===== src/pcrg_pkg.sv =====
// Constants and types for peripheral clock and reset gating
package pcrg_pkg;

	localparam int ADDR_W = 12;
	localparam int DATA_W = 32;
	localparam int APB_N  = 29;
	localparam int AHB_N  = 4;

	// Byte offsets of the registers
	localparam logic [ADDR_W-1:0] OFF_AHB_RST  = 12'h050;
	localparam logic [ADDR_W-1:0] OFF_APB_GATE = 12'h060;
	localparam logic [ADDR_W-1:0] OFF_AHB_GATE = 12'h070;
	localparam logic [ADDR_W-1:0] OFF_FREEZE   = 12'h080;
	localparam logic [ADDR_W-1:0] OFF_CHIP_ID  = 12'h100;

	// AHB slot positions
	localparam int SLOT_DMA = 0;
	localparam int SLOT_USB = 1;
	localparam int SLOT_CRC = 2;
	localparam int SLOT_ETH = 3;

	// APB positions that may be frozen: watchdog, two timers,
	// five general purpose timers and CAN
	localparam logic [APB_N-1:0] FREEZE_MASK = 29'h041F_C002;

	// Reset values
	localparam logic [APB_N-1:0] APB_RST_VAL = 29'h0000_0000;
	localparam logic [AHB_N-1:0] AHB_RST_VAL = 4'h0;
	localparam logic [DATA_W-1:0] ZERO_WORD  = 32'h0000_0000;

	// Arbitrary identifier value, not tied to any real part
	localparam logic [DATA_W-1:0] CHIP_ID_DEF = 32'h5A5A_0001;

	// Per-peripheral controls handed to the clock and reset tree
	typedef struct packed {
		logic [APB_N-1:0] apbClkRun;
		logic [AHB_N-1:0] ahbClkRun;
		logic [AHB_N-1:0] ahbRst;
	} pcrg_ctl_t;

endpackage : pcrg_pkg


===== src/pcrg_top.sv =====
// Peripheral clock gating, AHB soft resets and debug clock freeze
`timescale 1ns/1ns
module pcrg_top #(
	parameter logic [31:0] CHIP_ID = pcrg_pkg::CHIP_ID_DEF
) (
	// Clock and reset
	input  wire logic                          clk,
	input  wire logic                          nrst,
	// APB slave
	input  wire logic                          psel,
	input  wire logic                          penable,
	input  wire logic                          pwrite,
	input  wire logic [pcrg_pkg::ADDR_W-1:0]   paddr,
	input  wire logic [pcrg_pkg::DATA_W-1:0]   pwdata,
	output logic      [pcrg_pkg::DATA_W-1:0]   prdata,
	output logic                               pready,
	output logic                               pslverr,
	// Core debug state, same clock domain
	input  wire logic                          debugHalt,
	// Controls to the peripheral clock and reset tree
	output pcrg_pkg::pcrg_ctl_t                ctl
);

	logic [pcrg_pkg::AHB_N-1:0] ahbPeriphReset;
	logic [pcrg_pkg::APB_N-1:0] apbClockGate;
	logic [pcrg_pkg::AHB_N-1:0] ahbClockGate;
	logic [pcrg_pkg::APB_N-1:0] apbDebugFreeze;
	logic [pcrg_pkg::APB_N-1:0] next_apbClkRun;
	logic [pcrg_pkg::APB_N-1:0] apbRunLevel;
	logic                       setupPhase;
	logic                       accessPhase;
	logic                       wrDone;

	// Address decode for the error answer; the read mux decodes paddr on its own
	function automatic logic isMapped(
		input logic [pcrg_pkg::ADDR_W-1:0] addr
	);
		isMapped = (addr == pcrg_pkg::OFF_AHB_RST)  ||
		           (addr == pcrg_pkg::OFF_APB_GATE) ||
		           (addr == pcrg_pkg::OFF_AHB_GATE) ||
		           (addr == pcrg_pkg::OFF_FREEZE)   ||
		           (addr == pcrg_pkg::OFF_CHIP_ID);
	endfunction : isMapped

	function automatic logic wrHit(
		input logic                        done,
		input logic [pcrg_pkg::ADDR_W-1:0] addr,
		input logic [pcrg_pkg::ADDR_W-1:0] off
	);
		wrHit = done && (addr == off);
	endfunction : wrHit

	// Zero wait states keep the core path short
	assign setupPhase  = psel && !penable;
	assign accessPhase = psel && penable;
	assign wrDone      = accessPhase && pwrite;
	assign pready      = 1'b1;
	assign pslverr     = accessPhase && !isMapped(paddr);

	// AHB soft resets
	always_ff @(posedge clk or negedge nrst) begin
		if (!nrst) begin
			ahbPeriphReset <= pcrg_pkg::AHB_RST_VAL;
		end else if (wrHit(wrDone, paddr, pcrg_pkg::OFF_AHB_RST)) begin
			ahbPeriphReset <= pwdata[pcrg_pkg::AHB_N-1:0];
		end
	end

	// APB clock gates
	always_ff @(posedge clk or negedge nrst) begin
		if (!nrst) begin
			apbClockGate <= pcrg_pkg::APB_RST_VAL;
		end else if (wrHit(wrDone, paddr, pcrg_pkg::OFF_APB_GATE)) begin
			apbClockGate <= pwdata[pcrg_pkg::APB_N-1:0];
		end
	end

	// AHB clock gates
	always_ff @(posedge clk or negedge nrst) begin
		if (!nrst) begin
			ahbClockGate <= pcrg_pkg::AHB_RST_VAL;
		end else if (wrHit(wrDone, paddr, pcrg_pkg::OFF_AHB_GATE)) begin
			ahbClockGate <= pwdata[pcrg_pkg::AHB_N-1:0];
		end
	end

	// Freeze bits exist only where a freeze is wired; others stay zero
	always_ff @(posedge clk or negedge nrst) begin
		if (!nrst) begin
			apbDebugFreeze <= pcrg_pkg::APB_RST_VAL;
		end else if (wrHit(wrDone, paddr, pcrg_pkg::OFF_FREEZE)) begin
			apbDebugFreeze <= pwdata[pcrg_pkg::APB_N-1:0]
			                  & pcrg_pkg::FREEZE_MASK;
		end
	end

	// Debug freeze overrides the gate only while halted
	always_comb begin
		next_apbClkRun = apbClockGate;
		if (debugHalt) begin
			next_apbClkRun = apbClockGate & ~apbDebugFreeze;
		end
	end

	// Registered run levels feed glitch-free gate cells downstream
	always_ff @(posedge clk or negedge nrst) begin
		if (!nrst) begin
			apbRunLevel <= pcrg_pkg::APB_RST_VAL;
		end else begin
			apbRunLevel <= next_apbClkRun;
		end
	end

	// One driver for the whole bundle keeps the struct single-sourced
	assign ctl = '{
		apbClkRun: apbRunLevel,
		ahbClkRun: ahbClockGate,
		ahbRst:    ahbPeriphReset
	};

	// Read data captured in setup so it stands for the whole access
	always_ff @(posedge clk or negedge nrst) begin
		if (!nrst) begin
			prdata <= pcrg_pkg::ZERO_WORD;
		end else if (setupPhase && !pwrite) begin
			unique case (paddr)
				pcrg_pkg::OFF_AHB_RST:
					prdata <= {{(pcrg_pkg::DATA_W-pcrg_pkg::AHB_N){1'b0}},
					           ahbPeriphReset};
				pcrg_pkg::OFF_APB_GATE:
					prdata <= {{(pcrg_pkg::DATA_W-pcrg_pkg::APB_N){1'b0}},
					           apbClockGate};
				pcrg_pkg::OFF_AHB_GATE:
					prdata <= {{(pcrg_pkg::DATA_W-pcrg_pkg::AHB_N){1'b0}},
					           ahbClockGate};
				pcrg_pkg::OFF_FREEZE:
					prdata <= {{(pcrg_pkg::DATA_W-pcrg_pkg::APB_N){1'b0}},
					           apbDebugFreeze};
				pcrg_pkg::OFF_CHIP_ID:
					prdata <= CHIP_ID;
				default:
					prdata <= pcrg_pkg::ZERO_WORD;
			endcase
		end
	end
endmodule : pcrg_top


===== config.mk =====
export PLATFORM = sky130hd
export DESIGN_NAME = pcrg_top
export DESIGN_NICKNAME = d
export VERILOG_FILES = /design/src/pcrg_pkg.sv /design/src/pcrg_top.sv
export SDC_FILE = /design/constraint.sdc
export NUM_CORES = 1
export LEC_CHECK = 0
export CAP_MARGIN = 0
export CORE_MARGIN = 5
export CORE_UTILIZATION = 45
export CTS_CLUSTER_DIAMETER = 120
export DETAILED_ROUTE_END_ITERATION = 8
export DONT_BUFFER_PORTS = 1
export PLACE_DENSITY_LB_ADDON = 0.2
export SLEW_MARGIN = 0
export SYNTH_ARGS = -nofsm -noshare
export SYNTH_HDL_FRONTEND = slang
export SYNTH_SLANG_ARGS = --single-unit
export TNS_END_PERCENT = 50

===== constraint.sdc =====
create_clock -name clk -period 1.45 [get_ports clk]
set_input_delay 0.145 -clock clk [delete_from_list [all_inputs] [get_ports clk]]
set_output_delay 0.145 -clock clk [all_outputs]
set_load 0.02 [all_outputs]

== Word level (Yosys, flattened, before mapping) ==
Index checks and enable logic that the tools add are counted.
Word-level totals
  bits in registers: 107
  ROM bits: 0
  latch bits: 0
  memories: 0
  input port bits: 50
  word-level logic and storage cells: 31
  RAM bits: 0
  output and inout bits: 71
Operators by class
  reduce and logical (&&, ||, !) cells: 16
  muxes and demuxes: 2
  $add $sub $neg: 0
  shifts and indexed selects: 0
  magnitude comparators: 0
  bitwise gates (word level): 2
  eq/ne operators: 5
  divide/modulo/power cells: 0
  multiply operators: 0
Operators by type and width (count)
  $pmux W31 S5: 1
  $eq A12 B7 Y1 const B: 3
  $and A29 B29 Y29: 1
  $mux W29: 1
  $not A27 Y29: 1
  $eq A12 B8 Y1 const B: 1
  $eq A12 B9 Y1 const B: 1
  $logic_and A1 B1 Y1: 9
  $logic_or A1 B1 Y1: 4
  $logic_not A1 Y1: 3

== Longest topological paths before layout ==
  depth in word-level cells: 7
  mapped depth: 7
  gate-level depth less buffers: 4

== Worst setup path after synthesis ==
No wires, ideal clock.
  path type: input to register
  start point: input paddr[2] (netlist name)
  end point: register apbClockGate[10] (netlist name)
  path buffers: 3
  slack: -0.589 ns
  data arrival time: 1.914 ns
  data required time: 1.325 ns
  setup time: 0.125 ns
  stages on the path: 7
  cell sequence: or4_4 or2_0 buf_6 nor3_2 buf_4 buf_4 mux2_2
On the way
  cells in the longest elaborated chain, start to end: 2
Ends and longest elaborated chain
  start: declaration: RTL line pcrg_top.sv:13  | input wire logic [pcrg_pkg::ADDR_W-1:0] paddr,
  $eq A12 B7 Y1: RTL line pcrg_top.sv:50  | wrHit = done && (addr == off);
  $logic_and A1 B1 Y1: RTL line pcrg_top.sv:50
  end signal: assignment: RTL line pcrg_top.sv:72  | apbClockGate <= pcrg_pkg::APB_RST_VAL;
  end signal: assignment: RTL line pcrg_top.sv:74  | apbClockGate <= pwdata[pcrg_pkg::APB_N-1:0];
  end: declaration: RTL line pcrg_top.sv:25  | logic [pcrg_pkg::APB_N-1:0] apbClockGate;
No other way between the ends.
A chain may end at the register's enable or synchronous reset.

== Final worst setup path ==
  start point: input paddr[10] (netlist name)
  end point: register apbClockGate[1] (netlist name)
The elaborated chain is that of the path after synthesis.

==> metrics.md <==
| Metric | Value |
|---|---|
| Status | `finished, violations left` |
| Violated checks | `negative hold slack, negative setup slack` |
| Largest net degree at the start of global routing | `around 110` |
| Post-route cell area | `a little over 5000 um^2` |
| Grt total ovfl | `0` |
| Area grow syn2layout | `26.59%` |
| Pins over their slew limit | `0` |
| Endpoints failing setup | `between 60 and 70` |
| Power density over the cells | `just over 1000 nW/um^2` |
| Post-synth top area cell | `dfrtp_1` |
| R2R setup slack | `~0.27 ns` |
| CTS Root Cell | `clkbuf_8` |
| Total track usage | `around 17%` |
| Gpl congestion | `~0.74` |
| Hold Fails Final Rpt | `around 110` |
| Mean post-synth cell area | `~15 um^2` |
| Clock Skews | `between 0.01 and 0.015 ns` |
| Total Power | `5.096 mW` |
| Final design utilization | `between 50% and 60%` |
| CP Data Required Time | `around 1.7 ns` |
| Via count | `between 2000 and 3000` |
| Final worst path period need | `around 1.6 ns` |
| Num CTS Buffers | `9` |
| Distinct cells, synth | `35` |
| Deepest clock path buffer count | `2` |
| CP peak stage delay | `between 0.5 and 0.6 ns` |
| Initial antenna violation count | `0` |
| Crit Path Max Fanout | `6` |
| Vias in the first global route | `approximately 2700` |
| 1st-iter DRT viols | `about 80` |
| Top_reg_cell synth | `dfrtp_1` |
| ANT cells | `0` |
| Syn Inst Count | `about 270` |
| Clock transition at path regs | `approximately 0.1 ns` |
| Hold Buf Count CTS | `30` |
| HP Class | `primary input to async pin` |
| Post-Route WL | `between 9000 and 10000 um` |
| Yosys reg bits | `~110` |
| Top Ports | `121` |
| Num Clock Sinks | `105` |
| DR WL/cell | `approximately 21 um` |
| Cell Area, Placed | `approximately 4300 um^2` |
| Crit end category | `flop` |
| CP top delay family | `simple AND/OR/NAND/NOR gates` |
| Layout Nets | `around 390` |
| Post-synth EDFFs | `0` |
| Post-route ant nets | `0` |
| Reg2reg end | `prdata[1]$_DFFE_PN0P_` |
| Core footprint | `just under 9000 um^2` |
| Placed cells | `399` |
| Port bufs | `0` |
| Worst-case hold slack | `-0.5352 ns` |
| H-tree depth | `3` |
| DP Wirelength | `between 5000 and 6000 um` |
| # DRC | `0` |
| RSZ-0062 raised after global routing | `true` |
| Worst path arrival time | `1.87 ns` |
| FF-to-FF Start | `ahbPeriphReset[1]$_DFFE_PN0P_` |
| Buf/Inv on CP | `3` |
| Top cells by area, synth | `dfrtp_1 (66%), mux2_2 (13%), a22o_1 (2.9%), nor4_4 (1.6%), a21boi_0 (1.5%)` |
| Worst setup margin | `-0.1743 ns` |
| Drt pass-1 iters | `4` |
| FFs w/ async S/R, synth | `between 90% and 100%` |
| Critical path launch point type | `primary input` |
| Maximum vdd ir drop | `roughly 0.60 mV` |
| Fin crit share | `112.0%` |
| Register area share after synthesis | `between 60% and 70%` |
| CP cell instances | `or4_4, or2_4, buf_6, nor3_4, buf_6, clkbuf_16, mux2_4` |
| Die ar. | `10840 um^2` |
| Syn. warnings | `0` |
| Die height | `roughly 100 um` |
| Clock Latency Late Sink | `0.36 ns` |
| Die Wd | `around 100 um` |
| Static Leakage | `between 2 and 2.5 nW` |
| Vias/cell | `about 5.5` |
| Crit path max-delay cell type | `or4_4` |
| Cell mode on critical path | `buf_6` |
| Reg2Reg Depth | `4` |
| CTS tree | `done` |
| Fmax | `between 0.6 and 0.7 GHz` |
| First-pass GRT wire length | `around 15000 um` |
| Max-capacitance violation count | `0` |
| Row cnt | `34` |
| Starting Density | `between 40% and 50%` |
| Finished Layout Cells | `roughly 450` |
| Synth top area share | `~66%` |
| WS Path Type | `primary input to flop` |
| Layout cell share with drive strength beyond 1 | `between 30% and 40%` |
| Cell Area, Synth | `roughly 4000 um^2` |
flip-flops by register name, indices dropped and copies added, names as in the netlist:
| register | count |
|---|---|
| apbDebugFreeze | 9 |
| apbClockGate | 29 |
| ahbClockGate | 4 |
| prdata | 30 |
| ahbPeriphReset | 4 |
| apbRunLevel | 29 |
worst max path at each step:
stage | from | endpoint | slack, ns | depth (start not counted)
4_1_cts | paddr[2] | apbClockGate[6]$_DFFE_PN0P_ | -0.16 | 7
5_1_grt | paddr[10] | apbClockGate[1]$_DFFE_PN0P_ | -0.19 | 7
6_report | paddr[10] | apbClockGate[1]$_DFFE_PN0P_ | -0.17 | 7
2_1_floorplan | paddr[2] | apbDebugFreeze[14]$_DFFE_PN0P_ | -0.56 | 5
3_5_place_dp | paddr[2] | apbClockGate[4]$_DFFE_PN0P_ | -0.56 | 6
3_3_place_gp | paddr[2] | apbDebugFreeze[16]$_DFFE_PN0P_ | -0.54 | 6
cell families after synthesis:
| kind of cell | count (synthesis) | share of synthesized area, % |
|---|---|---|
| AO/OA/AOI/OAI | 49 | 9.168 |
| multiplexers | 50 | 14.03 |
| XOR/XNOR | 1 | 0.2198 |
| flip-flops | 105 | 65.93 |
| buffers and inverters | 15 | 2.166 |
| other | 2 | 0.1885 |
| AND/OR/NAND/NOR | 51 | 8.289 |
cells in the final DEF, fill, tap and decap left out, drive strengths merged, types with 4 or more instances in the layout:
| cell type | Yosys | final |
|---|---|---|
| inv | 2 | 5 |
| mux2 | 47 | 47 |
| a21boi | 8 | 8 |
| o21ai | 6 | 6 |
| dlygate4sd3 | 0 | 30 |
| a21oi | 8 | 8 |
| nand2 | 13 | 13 |
| nor2 | 9 | 9 |
| a22o | 13 | 13 |
| a22oi | 4 | 4 |
| dfrtp | 105 | 105 |
| clkbuf | 4 | 11 |
| nor4 | 7 | 7 |
| a221o | 5 | 5 |
| buf | 9 | 35 |
metal layers:
metal,track usage [%],up-vias,part of all wire [%]
li1,-,1124,-
met1,22.14,1284,44
met2,26.50,87,47
met3,7.325,7,8.0
met4,3.608,0,0.89
met5,0,-,0
cell usage after synthesis (all sizes together) (4+ instances only):
cell type / n
a22oi: 4
nor4: 7
a21boi: 8
a21oi: 8
buf: 9
mux2: 47
a22o: 13
nand2: 13
a221o: 5
nor2: 9
clkbuf: 4
dfrtp: 105
o21ai: 6
layout make-up:
type / instances / area (um^2)
Fill cell: 704 / 3633
Clock inverter: 6 / 72.57
Multi-Input combinational cell: 154 / 1420
Timing Repair Buffer: 66 / 644.4
Tap cell: 108 / 135.1
Sequential cell: 105 / 2628
Inverter: 2 / 7.507
Clock buffer: 10 / 137.6
worst register-to-register path, stage by stage (launching register included):
cell,delay (ns)
dfrtp_1,0.49
mux2i_1,0.20
o32ai_1,0.13
a22oi_1,0.16
o21ai_0,0.09
stage by stage:
| step | setup WS [ns] | hold slack [ns] | TNS, ns |
|---|---|---|---|
| after floorplan | -0.5552 | -0.1506 | -29.39 |
| after global placement | -0.5353 | -0.1481 | -29.87 |
| after detailed placement | -0.5642 | -0.1481 | -31.01 |
| after CTS | -0.1563 | -0.5564 | -4.870 |
| after global routing | -0.1922 | -0.5751 | -8.313 |
| final | -0.1743 | -0.5352 | -7.538 |
timing repair:
item                                   in CTS  in global routing
gates resized for setup                    16                 19
cloned                                      1                  1
pin swaps                                   2                  9
setup endpoints to repair                  47                 64
endpoints found under the hold margin     160                105
setup buffers                               3                  2
report_power, final:
part | switching, mW | internal [mW] | total (mW)
clock | 1.03 | 0.871 | 1.90
sequential | 0.0495 | 2.95 | 3.00
combinational | 0.0918 | 0.107 | 0.199
No activity file was read; power rests on OpenSTA's default activity.
